===== config.mk =====
export PLATFORM = sky130hd
export DESIGN_NAME = frg_ramp_top
export DESIGN_NICKNAME = d
export VERILOG_FILES = /design/src/logic/frg_pkg.sv /design/src/logic/frg_pin_sync.sv /design/src/logic/frg_ramp_top.sv
export SDC_FILE = /design/constraint.sdc
export NUM_CORES = 1
export LEC_CHECK = 0
export BUFFER_PORTS_ARGS = -buffer_cell sky130_fd_sc_hd__clkbuf_2
export CORE_MARGIN = 2
export CORE_UTILIZATION = 60
export CTS_CLUSTER_DIAMETER = 150
export DETAILED_ROUTE_END_ITERATION = 8
export PLACE_DENSITY = 0.76
export SLEW_MARGIN = 20
export SYNTH_ARGS = -nofsm -noshare
export SYNTH_HDL_FRONTEND = slang
export SYNTH_SLANG_ARGS = --single-unit

===== constraint.sdc =====
create_clock -name clk -period 18.2 [get_ports clk]
set_input_delay 2.73 -clock clk [delete_from_list [all_inputs] [get_ports clk]]
set_output_delay 2.73 -clock clk [all_outputs]
set_load 0.02 [all_outputs]

===== src/logic/frg_pkg.sv =====
// frg_pkg: constants, register map and types for the frequency ramp generator
package frg_pkg;
  // widths
  localparam int NUM_W = 34;  // signed numerator, +-2^33-1
  localparam int INC_W = 30;
  localparam int LEN_W = 16;
  localparam int REP_W = 13;
  localparam int DEN_LOG2 = 24;
  // register byte offsets
  localparam logic [7:0] OFF_CTRL      = 8'h00;
  localparam logic [7:0] OFF_STATUS    = 8'h04;
  localparam logic [7:0] OFF_SEG0_INC  = 8'h08;
  localparam logic [7:0] OFF_SEG1_INC  = 8'h0c;
  localparam logic [7:0] OFF_SEG0_LEN  = 8'h10;
  localparam logic [7:0] OFF_SEG1_LEN  = 8'h14;
  localparam logic [7:0] OFF_SEG_CFG   = 8'h18;
  localparam logic [7:0] OFF_REPEAT    = 8'h1c;
  localparam logic [7:0] OFF_START     = 8'h20;
  localparam logic [7:0] OFF_LIM_LO_L  = 8'h24;
  localparam logic [7:0] OFF_LIM_LO_H  = 8'h28;
  localparam logic [7:0] OFF_LIM_HI_L  = 8'h2c;
  localparam logic [7:0] OFF_LIM_HI_H  = 8'h30;
  localparam logic [7:0] OFF_NUM_L     = 8'h34;
  localparam logic [7:0] OFF_NUM_H     = 8'h38;
  localparam logic [7:0] OFF_DEN       = 8'h3c;
  // control bits
  localparam int CTRL_EN    = 0;
  localparam int CTRL_PIN   = 1;
  localparam int CTRL_HALF  = 2;
  localparam int CTRL_RECAL = 3;
  localparam int CTRL_START = 4;
  // segment configuration fields
  localparam int CFG_NEXT0  = 0;
  localparam int CFG_NEXT1  = 1;
  localparam int CFG_ADV0   = 2;
  localparam int CFG_ADV1   = 4;
  localparam int CFG_RST0   = 6;
  localparam int CFG_RST1   = 7;
  localparam int CFG_TRIGA  = 8;
  localparam int CFG_TRIGB  = 12;
  localparam int CFG_REPSRC = 16;
  // reset values
  localparam logic [31:0] RST_CFG    = 32'h0000_0000;
  localparam logic [31:0] RST_DEN    = 32'hffff_ffff;
  localparam logic [NUM_W-1:0] RST_LIM_LO = 34'h2_0000_0001;
  localparam logic [NUM_W-1:0] RST_LIM_HI = 34'h1_ffff_ffff;
  // event source encodings
  localparam logic [1:0] SRC_TIMEOUT = 2'h0;
  localparam logic [1:0] SRC_TRIG_A  = 2'h1;
  localparam logic [1:0] SRC_TRIG_B  = 2'h2;
  localparam logic [3:0] TRG_OFF      = 4'h0;
  localparam logic [3:0] TRG_CLK_RISE = 4'h1;
  localparam logic [3:0] TRG_DIR_RISE = 4'h2;
  localparam logic [3:0] TRG_ALWAYS   = 4'h4;
  localparam logic [3:0] TRG_CLK_FALL = 4'h9;
  localparam logic [3:0] TRG_DIR_FALL = 4'ha;
  // automatic ramp states
  typedef enum logic [1:0] {ST_IDLE, ST_RUN, ST_DONE} frg_state_type;
endpackage


===== src/logic/frg_pin_sync.sv =====
// frg_pin_sync: three-stage pin synchroniser with agreement filter
`timescale 1ns/1ps
module frg_pin_sync (
  // clock and reset
  input  wire logic clk,
  input  wire logic resetn,
  // pin and clean level
  input  wire logic pinIn,
  output logic      level
);
  logic s1_reg, s2_reg, s3_reg, level_reg;
  logic levelNext;

  // level only moves once stages two and three agree; stage one feeds stage two only
  always_comb begin
    levelNext = level_reg;
    if (s2_reg == s3_reg) begin
      levelNext = s3_reg;
    end
  end

  // shift chain
  always_ff @(posedge clk or negedge resetn) begin
    if (!resetn) begin
      s1_reg    <= 1'b0;
      s2_reg    <= 1'b0;
      s3_reg    <= 1'b0;
      level_reg <= 1'b0;
    end else begin
      s1_reg    <= pinIn;
      s2_reg    <= s1_reg;
      s3_reg    <= s2_reg;
      level_reg <= levelNext;
    end
  end

  assign level = level_reg;
endmodule


===== src/logic/frg_ramp_top.sv =====
// frg_ramp_top: ramp generator core with Avalon-MM register slave
//
// Register access over Avalon-MM and the address map are this design's own decisions.
`timescale 1ns/1ps
module frg_ramp_top (
  // clock and reset
  input  wire logic        clk,
  input  wire logic        resetn,
  // avalon-mm slave
  input  wire logic [7:0]  avsAddress,
  input  wire logic        avsRead,
  input  wire logic        avsWrite,
  input  wire logic [31:0] avsWritedata,
  output logic [31:0]      avsReaddata,
  output logic             avsWaitrequest,
  // step pins from external controller
  input  wire logic        stepClockPin,
  input  wire logic        stepDirectionPin,
  // vco calibration handshake
  input  wire logic        vcoCalBusy,
  output logic             vcoCalRequest,
  // synthesizer fraction outputs
  output logic [33:0]      fracNumerator,
  output logic [31:0]      fracDenominator,
  output logic             rampActive
);
  localparam int NW = frg_pkg::NUM_W;

  // configuration registers
  logic [4:0]       ctrl_reg, ctrl_next;          // start bit reads back 0
  logic [29:0]      inc0_reg, inc0_next, inc1_reg, inc1_next;
  logic [15:0]      len0_reg, len0_next, len1_reg, len1_next;
  logic [17:0]      cfg_reg, cfg_next;
  logic [12:0]      rep_reg, rep_next;
  logic [31:0]      start_reg, start_next;
  logic [NW-1:0]    limLo_reg, limLo_next, limHi_reg, limHi_next;
  logic [31:0]      den_reg, den_next;
  // bus state
  logic             ack_reg, ack_next;
  logic [31:0]      rdata_reg, rdata_next;
  // ramp state
  frg_pkg::frg_state_type state_reg, state_next;
  logic             seg_reg, seg_next;            // active segment
  logic [15:0]      cnt_reg, cnt_next;            // ramp cycles in segment
  logic [12:0]      repCnt_reg, repCnt_next;
  logic             half_reg, half_next;          // ramp clock divider phase
  logic [NW-1:0]    num_reg, num_next;
  logic [31:0]      origin_reg, origin_next;      // numerator at ramp start
  logic             cal_reg, cal_next;
  logic [31:0]      denOut_reg, denOut_next;
  logic             clkPrev_reg, dirPrev_reg;
  // synchronised pin levels
  logic             clkLvl, dirLvl;

  // pins cross into the pd clock domain before any edge is looked at
  frg_pin_sync u_clkSync (.clk(clk), .resetn(resetn), .pinIn(stepClockPin), .level(clkLvl));
  frg_pin_sync u_dirSync (.clk(clk), .resetn(resetn), .pinIn(stepDirectionPin), .level(dirLvl));

  // edge strobes on clean levels
  logic clkRise, clkFall, dirRise, dirFall;
  assign clkRise = clkLvl & ~clkPrev_reg;
  assign clkFall = ~clkLvl & clkPrev_reg;
  assign dirRise = dirLvl & ~dirPrev_reg;
  assign dirFall = ~dirLvl & dirPrev_reg;

  // trigger decode; undefined codes never fire
  function automatic logic trigHit(input logic [3:0] code, input logic cr, input logic cf,
                                   input logic dr, input logic df);
    case (code)
      frg_pkg::TRG_CLK_RISE: trigHit = cr;
      frg_pkg::TRG_DIR_RISE: trigHit = dr;
      frg_pkg::TRG_ALWAYS:   trigHit = 1'b1;
      frg_pkg::TRG_CLK_FALL: trigHit = cf;
      frg_pkg::TRG_DIR_FALL: trigHit = df;
      default:               trigHit = 1'b0;
    endcase
  endfunction

  // signed add with saturation at the programmed limits
  function automatic logic [NW-1:0] stepClamp(input logic [NW-1:0] cur, input logic [29:0] inc,
                                              input logic [NW-1:0] lo, input logic [NW-1:0] hi);
    logic signed [NW:0] sum;
    sum = $signed({cur[NW-1], cur}) + $signed({{(NW-29){inc[29]}}, inc});
    if (sum < $signed({lo[NW-1], lo})) begin
      stepClamp = lo;
    end else if (sum > $signed({hi[NW-1], hi})) begin
      stepClamp = hi;
    end else begin
      stepClamp = sum[NW-1:0];
    end
  endfunction

  // decoded controls
  logic en, pinMode, halve, recal, manualOn, autoOn, trigA, trigB, tick;
  logic busReq, wrNow, startPulse, advance, advTime, repEvent, curRst, curNext;
  logic [1:0]  curAdv, repSrc;
  logic [15:0] curLen;
  assign en       = ctrl_reg[frg_pkg::CTRL_EN];
  assign pinMode  = ctrl_reg[frg_pkg::CTRL_PIN];
  assign halve    = ctrl_reg[frg_pkg::CTRL_HALF];
  assign recal    = ctrl_reg[frg_pkg::CTRL_RECAL];
  assign manualOn = en & pinMode;
  assign autoOn   = en & ~pinMode;
  assign busReq   = avsRead | avsWrite;
  assign wrNow    = avsWrite & ack_reg;
  // judged on the written mode bits, so enable and start may share one write
  assign startPulse = wrNow & (avsAddress == frg_pkg::OFF_CTRL)
                      & avsWritedata[frg_pkg::CTRL_START] & avsWritedata[frg_pkg::CTRL_EN]
                      & ~avsWritedata[frg_pkg::CTRL_PIN];
  assign trigA    = trigHit(cfg_reg[frg_pkg::CFG_TRIGA +: 4], clkRise, clkFall, dirRise, dirFall);
  assign trigB    = trigHit(cfg_reg[frg_pkg::CFG_TRIGB +: 4], clkRise, clkFall, dirRise, dirFall);
  assign curAdv   = seg_reg ? cfg_reg[frg_pkg::CFG_ADV1 +: 2] : cfg_reg[frg_pkg::CFG_ADV0 +: 2];
  assign curRst   = seg_reg ? cfg_reg[frg_pkg::CFG_RST1] : cfg_reg[frg_pkg::CFG_RST0];
  assign curNext  = seg_reg ? cfg_reg[frg_pkg::CFG_NEXT1] : cfg_reg[frg_pkg::CFG_NEXT0];
  assign curLen   = seg_reg ? len1_reg : len0_reg;
  assign repSrc   = cfg_reg[frg_pkg::CFG_REPSRC +: 2];
  // ramp clock: every pd cycle or every other; calibration time is added on top
  assign tick     = (~halve | half_reg) & ~vcoCalBusy;
  assign advTime  = (curAdv == frg_pkg::SRC_TIMEOUT) & tick & (cnt_reg >= curLen);
  assign advance  = (state_reg == frg_pkg::ST_RUN) & (advTime
                    | ((curAdv == frg_pkg::SRC_TRIG_A) & trigA)
                    | ((curAdv == frg_pkg::SRC_TRIG_B) & trigB));
  // code 3 (reserved) matches nothing, so counter never moves for it
  assign repEvent = (state_reg == frg_pkg::ST_RUN) & (((repSrc == frg_pkg::SRC_TIMEOUT) & advance)
                    | ((repSrc == frg_pkg::SRC_TRIG_A) & trigA)
                    | ((repSrc == frg_pkg::SRC_TRIG_B) & trigB));

  // register file: one-wait-state read/write, writes land on the release edge
  always_comb begin
    ctrl_next  = ctrl_reg;
    inc0_next  = inc0_reg;
    inc1_next  = inc1_reg;
    len0_next  = len0_reg;
    len1_next  = len1_reg;
    cfg_next   = cfg_reg;
    rep_next   = rep_reg;
    start_next = start_reg;
    limLo_next = limLo_reg;
    limHi_next = limHi_reg;
    den_next   = den_reg;
    ack_next   = busReq & ~ack_reg;
    rdata_next = rdata_reg;
    ctrl_next[frg_pkg::CTRL_START] = 1'b0; // start is a self-clearing strobe
    if (wrNow) begin
      case (avsAddress)
        frg_pkg::OFF_CTRL:     ctrl_next  = {1'b0, avsWritedata[3:0]};
        frg_pkg::OFF_SEG0_INC: inc0_next  = avsWritedata[29:0];
        frg_pkg::OFF_SEG1_INC: inc1_next  = avsWritedata[29:0];
        frg_pkg::OFF_SEG0_LEN: len0_next  = avsWritedata[15:0];
        frg_pkg::OFF_SEG1_LEN: len1_next  = avsWritedata[15:0];
        frg_pkg::OFF_SEG_CFG:  cfg_next   = avsWritedata[17:0];
        frg_pkg::OFF_REPEAT:   rep_next   = avsWritedata[12:0];
        frg_pkg::OFF_START:    start_next = avsWritedata;
        frg_pkg::OFF_LIM_LO_L: limLo_next[31:0]  = avsWritedata;
        frg_pkg::OFF_LIM_LO_H: limLo_next[33:32] = avsWritedata[1:0];
        frg_pkg::OFF_LIM_HI_L: limHi_next[31:0]  = avsWritedata;
        frg_pkg::OFF_LIM_HI_H: limHi_next[33:32] = avsWritedata[1:0];
        frg_pkg::OFF_DEN:      den_next   = avsWritedata;
        default: ;             // unmapped writes are dropped
      endcase
    end
    // read data captured on the first request edge, stands at release
    if (avsRead & ~ack_reg) begin
      case (avsAddress)
        frg_pkg::OFF_CTRL:     rdata_next = {27'h0, ctrl_reg};
        frg_pkg::OFF_STATUS:   rdata_next = {26'h0, cal_reg, vcoCalBusy,
                                             state_reg == frg_pkg::ST_DONE, seg_reg,
                                             state_reg == frg_pkg::ST_RUN, manualOn};
        frg_pkg::OFF_SEG0_INC: rdata_next = {2'h0, inc0_reg};
        frg_pkg::OFF_SEG1_INC: rdata_next = {2'h0, inc1_reg};
        frg_pkg::OFF_SEG0_LEN: rdata_next = {16'h0, len0_reg};
        frg_pkg::OFF_SEG1_LEN: rdata_next = {16'h0, len1_reg};
        frg_pkg::OFF_SEG_CFG:  rdata_next = {14'h0, cfg_reg};
        frg_pkg::OFF_REPEAT:   rdata_next = {3'h0, repCnt_reg, 3'h0, rep_reg};
        frg_pkg::OFF_START:    rdata_next = start_reg;
        frg_pkg::OFF_LIM_LO_L: rdata_next = limLo_reg[31:0];
        frg_pkg::OFF_LIM_LO_H: rdata_next = {30'h0, limLo_reg[33:32]};
        frg_pkg::OFF_LIM_HI_L: rdata_next = limHi_reg[31:0];
        frg_pkg::OFF_LIM_HI_H: rdata_next = {30'h0, limHi_reg[33:32]};
        frg_pkg::OFF_NUM_L:    rdata_next = num_reg[31:0];
        frg_pkg::OFF_NUM_H:    rdata_next = {30'h0, num_reg[33:32]};
        frg_pkg::OFF_DEN:      rdata_next = den_reg;
        default:               rdata_next = 32'h0; // unmapped reads zero
      endcase
    end
  end

  // ramp engine: manual stepping and the two-segment automatic sequencer
  always_comb begin
    state_next  = state_reg;
    seg_next    = seg_reg;
    cnt_next    = cnt_reg;
    repCnt_next = repCnt_reg;
    half_next   = ~half_reg;
    num_next    = num_reg;
    origin_next = origin_reg;
    cal_next    = 1'b0;
    // any enabled mode runs on a fixed 2^24 scale, even idle or done; register value only while disabled
    denOut_next = en ? 32'h0100_0000 : den_reg;
    if (!en) begin
      state_next = frg_pkg::ST_IDLE;
      num_next   = {2'h0, start_reg};
    end else if (manualOn) begin
      state_next = frg_pkg::ST_IDLE;
      // a rising step clock during calibration is simply lost
      if (clkRise & ~vcoCalBusy) begin
        num_next = stepClamp(num_reg, dirLvl ? inc1_reg : inc0_reg, limLo_reg, limHi_reg);
        cal_next = recal;
      end
    end else begin
      case (state_reg)
        frg_pkg::ST_IDLE: begin
          num_next = {2'h0, start_reg};
        end
        frg_pkg::ST_RUN: begin
          if (advance) begin
            seg_next = curNext;
            cnt_next = 16'h0;
            cal_next = recal;
            if (curRst) begin
              num_next = {2'h0, origin_reg};
            end
          end else if (tick) begin
            num_next = stepClamp(num_reg, seg_reg ? inc1_reg : inc0_reg,
                                 limLo_reg, limHi_reg);
            if (cnt_reg != 16'hffff) begin
              cnt_next = cnt_reg + 16'h1;
            end
          end
          // zero repeat count means free-running
          if (repEvent) begin
            repCnt_next = repCnt_reg + 13'h1;
            if ((rep_reg != 13'h0) && (repCnt_reg + 13'h1 >= rep_reg)) begin
              state_next = frg_pkg::ST_DONE;
            end
          end
        end
        frg_pkg::ST_DONE: ;    // holds last numerator until restarted
        default: state_next = frg_pkg::ST_IDLE;
      endcase
    end
    // start strobe (re)launches from segment zero at the start value;
    // sits outside the mode branches since the old enable may still be low
    if (startPulse) begin
      state_next  = frg_pkg::ST_RUN;
      seg_next    = 1'b0;
      cnt_next    = 16'h0;
      repCnt_next = 13'h0;
      half_next   = 1'b0;
      num_next    = {2'h0, start_reg};
      origin_next = start_reg;
      cal_next    = 1'b1;
    end
  end

  // state registers
  always_ff @(posedge clk or negedge resetn) begin
    if (!resetn) begin
      ctrl_reg    <= 5'h0;
      inc0_reg    <= 30'h0;
      inc1_reg    <= 30'h0;
      len0_reg    <= 16'h0;
      len1_reg    <= 16'h0;
      cfg_reg     <= frg_pkg::RST_CFG[17:0];
      rep_reg     <= 13'h0;
      start_reg   <= 32'h0;
      limLo_reg   <= frg_pkg::RST_LIM_LO;
      limHi_reg   <= frg_pkg::RST_LIM_HI;
      den_reg     <= frg_pkg::RST_DEN;
      ack_reg     <= 1'b0;
      rdata_reg   <= 32'h0;
      state_reg   <= frg_pkg::ST_IDLE;
      seg_reg     <= 1'b0;
      cnt_reg     <= 16'h0;
      repCnt_reg  <= 13'h0;
      half_reg    <= 1'b0;
      num_reg     <= 34'h0;
      origin_reg  <= 32'h0;
      cal_reg     <= 1'b0;
      denOut_reg  <= frg_pkg::RST_DEN;
      clkPrev_reg <= 1'b0;
      dirPrev_reg <= 1'b0;
    end else begin
      ctrl_reg    <= ctrl_next;
      inc0_reg    <= inc0_next;
      inc1_reg    <= inc1_next;
      len0_reg    <= len0_next;
      len1_reg    <= len1_next;
      cfg_reg     <= cfg_next;
      rep_reg     <= rep_next;
      start_reg   <= start_next;
      limLo_reg   <= limLo_next;
      limHi_reg   <= limHi_next;
      den_reg     <= den_next;
      ack_reg     <= ack_next;
      rdata_reg   <= rdata_next;
      state_reg   <= state_next;
      seg_reg     <= seg_next;
      cnt_reg     <= cnt_next;
      repCnt_reg  <= repCnt_next;
      half_reg    <= half_next;
      num_reg     <= num_next;
      origin_reg  <= origin_next;
      cal_reg     <= cal_next;
      denOut_reg  <= denOut_next;
      clkPrev_reg <= clkLvl;
      dirPrev_reg <= dirLvl;
    end
  end

  // outputs
  assign avsWaitrequest  = busReq & ~ack_reg;
  assign avsReaddata     = rdata_reg;
  assign vcoCalRequest   = cal_reg;
  assign fracNumerator   = num_reg;
  assign fracDenominator = denOut_reg;
  assign rampActive      = (state_reg == frg_pkg::ST_RUN) | manualOn;
endmodule


==> run_results.csv <==
group,metric,value,unit
routing,met2_length,48100,microns
global_routing,grt_pass1_wl,172000,microns
timing,layout_min_cycle_time,8200,ps
critical_path,cp.arrival,8640,ps
logic_synthesis,avgSynthCellArea,9.79,sq um
critical_path,cp-start-kind,"register",
layout,final_nets,3309,
place,post-place-ws,10400,ps
critical_path,worstSetupEndpointType,"register",
logic_synthesis,ys_seq_elements,434,
timing,hold_violations,0,
global_routing,grt-ovfl-total,0,
critical_path,cp_cell_sequence,"buf_4 > mux2_2 > ha_1 > a21oi_1 > or4b_2 > o21ai_0 > o31ai_1 > nand3_1 > a32oi_1 > xor2_1 > ha_1 > nand3_1 > nor2_1 > a211oi_1 > o211ai_1 > nor3_2 > buf_4 > or2_2 > mux2i_1 > o21ai_0 > o221ai_1 > a211oi_1",
clocking,clock-sinks,434,
critical_path,worst-path-buf-inv,2,
logic_synthesis,synthDominantCellAreaShare,0.291,
place,dpl.cell_count,3592,
logic_synthesis,synth-main-ff-cell,"dfrtp_1",
floorplanning,die_w,223,microns
logic_synthesis,synthesis.nets,3226,
routing,dr.max_layer_used,"met5",
clocking,clkTransAtPathRegs,70,ps
power_and_ir_drop,powerDensity,80.8,nW/um^2
clocking,cts_resized,0,
power_and_ir_drop,total_power,2.56,mW
clocking,insertion_delay,570,ps
timing,period_share,0.451,
run,max_cap_violations,0,
min_path,timing.hold.worst.start,"u_dirSync.s1_reg$_DFF_PN0_",
critical_path,crit_type,"register to register",
min_path,hold_path_class,"register to register",
timing,finalSetupTns,0,ps
global_routing,grt_max_degree,138,
timing,max_freq,0.122,GHz
timing,worstMarginPinSlew,1080,ps
critical_path,r2r_start,"seg_reg$_DFFE_PN0P_",
routing,drtAntennaViolNets,0,
global_routing,grt_pass1_vias,26300,
clocking,numCtsBuffers,42,
routing,wl_met3,19300,microns
logic_synthesis,synth_area_leader_cell,"dfrtp_1",
routing,drc,3,
routing,via_per_inst,7.43,
layout,drive_gt1_frac,0.234,
clocking,cts_tree,"yes",
floorplanning,pin_count,148,
timing,clock-skew-final,21.3,ps
critical_path,cp.required,18630,ps
routing,routedWlPerCell,32.3,microns
timing,setup_viol,0,
clocking,ctsLongestPathBuffers,3,
logic_synthesis,ys_seq_area_frac,0.382,
clocking,ctsHtreeMaxLevel,2,
critical_path,cp-startpoint,"seg_reg$_DFFE_PN0P_",
clocking,post-cts-setup-buffers,0,
logic_synthesis,async_reset_ff_frac,1.00,
routing,vias,27300,
outcome,violations,"design-rule violations",
clocking,clock-root-buffer,"clkbuf_16",
timing,whs,357,ps
logic_synthesis,synthCells,2940,
logic_synthesis,synth_cell_types,77,
place,dp_hpwl,88800,microns
layout,finalNonFillerCells,3674,
logic_synthesis,synth.cell_area,28800,sq um
clocking,hold_buffers,0,
layout,final_core_util,0.666,
critical_path,critPathMaxFanout,37,
routing,drtIter0Drc,4272,
timing,final_max_slew_viol_count,0,
routing,firstDrtPassIters,9,
place,gp_congestion,1.07,
floorplanning,die_y,223,microns
layout,fin_area,31700,sq um
layout,syn2layout_area_growth,10.1,%
timing,grt_setup_unrepaired,"false",
floorplanning,start_util,0.605,
critical_path,critical_path.top_delay_family,"compound AO/OA/AOI/OAI gates",
logic_synthesis,yosys_warnings,0,
place,portBuffers,147,
timing,setup_slack,10000,ps
floorplanning,rows,80,
critical_path,cp_slowest_stage_delay,950,ps
floorplanning,coreArea,47500,sq um
routing,drt-total-wl,119000,microns
global_routing,grt.total_usage,0.467,
global_routing,antenna_found_initial,4,
outcome,outcome,"finished with violations",
place,dpl_cell_area,30100,sq um
routing,wl_met1,45200,microns
power_and_ir_drop,vdd_drop_max,0.0639,mV
floorplanning,dieArea,49700,sq um
critical_path,slowest_stage,"dfrtp_2",
logic_synthesis,ys_top_cells_by_area,"dfrtp_1, mux2_2, ha_1",
timing,max_slew_margin,0.279,
logic_synthesis,synth_edf_count,0,
power_and_ir_drop,p_leak,15.0,nW
-- kinds of logic after synthesis --
kind of cell | share of synthesized area
AOI/OAI and AO/OA | 0.188
and+or+nand+nor | 0.127
xor gates and xnor gates | 0.0262
muxes | 0.137
DFF | 0.382
adders and majority gates | 0.105
buffers and inverters | 0.0350
-- layer usage --
layer / vias up / global-route usage
li1: 11100 / -
met5: - / 0.00978
met3: 509 / 0.192
met4: 2 / 0.172
met1: 13300 / 0.635
met2: 2373 / 0.666
-- layout by cell type, fill, tap and decap left out, types with 42 or more instances in the layout --
master     instances
a21oi_1          175
a22o_1            59
a22oi_1           90
clkbuf_16         43
clkbuf_2         146
dfrtp_1          334
dfstp_2           99
ha_1             237
inv_1            118
mux2_2           323
nand2_1          259
nand3_1           68
nand4_1           56
nor2_1           176
nor2b_1           42
o21ai_0          130
xnor2_1           53
-- power breakdown --
| group | total (mW) | switching [mW] | internal (mW) |
|---|---|---|---|
| Sequential | 1.03 | 0.0418 | 0.991 |
| Combinational | 0.537 | 0.379 | 0.157 |
| Clock | 0.992 | 0.408 | 0.584 |
-- worst register-to-register path, cell delays in order (launching register included) --
cell      delay, ps
dfrtp_2         950
buf_4           590
mux2_2          410
ha_1            370
a21oi_1         410
or4b_2          640
o21ai_0         460
o31ai_1         230
nand3_1         130
a32oi_1         120
xor2_1          400
ha_1            320
nand3_1          80
nor2_1          100
a211oi_1        430
o211ai_1        230
nor3_2          210
buf_4           210
or2_2           770
mux2i_1         280
o21ai_0         200
o221ai_1        160
a211oi_1        380
-- path summary, 6_finish.rpt --
| kind | end | slack, ps | depth (start not counted) |
|---|---|---|---|
| setup / recovery | fracNumerator[23]$_DFFE_PN0P_ | 10000 | 22 |
| hold / removal | u_dirSync.s2_reg$_DFF_PN0_ | 360 | 0 |
| setup reg to reg | fracNumerator[23]$_DFFE_PN0P_ | 10000 | 22 |
| hold reg to reg | u_dirSync.s2_reg$_DFF_PN0_ | 360 | 0 |
| max in group asynchronous | origin_reg[10]$_DFFE_PN0P_ | 14100 | 3 |
| min in group asynchronous | cnt_reg[8]$_DFFE_PN0P_ | 2020 | 1 |
-- area by class of cell --
type                            instances  area (sq um)
Multi-Input combinational cell       2240         16900
Fill cell                            3534         15900
Tap cell                              615           769
Inverter                              118           443
Clock inverter                         26           384
Sequential cell                       434         11000
Clock buffer                           51          1160
Antenna cell                            3          7.51
Timing Repair Buffer                  187          1090
-- synthesized netlist by cell type (9+ instances only) --
library cell / count
dfrtp_1: 335
mux2_2: 323
nand2_1: 260
ha_1: 237
nor2_1: 186
a21oi_1: 175
o21ai_0: 131
inv_1: 118
clkbuf_1: 111
dfstp_2: 99
a22oi_1: 90
nand3_1: 68
a22o_1: 59
nand4_1: 56
xnor2_1: 53
nor2b_1: 42
a221oi_1: 41
nor3_1: 37
a21o_1: 34
xor2_1: 33
buf_1: 30
a211oi_1: 29
mux2i_1: 28
o21a_1: 26
a31oi_1: 25
o22ai_1: 25
o211ai_1: 23
and3_1: 22
nand2b_1: 16
o221ai_1: 16
o31ai_1: 15
a222oi_1: 14
and2_1: 13
o21bai_1: 12
or3_1: 12
a2111oi_0: 10
nand3b_1: 10
a211o_1: 9
Power figures use the tool's default switching activity.
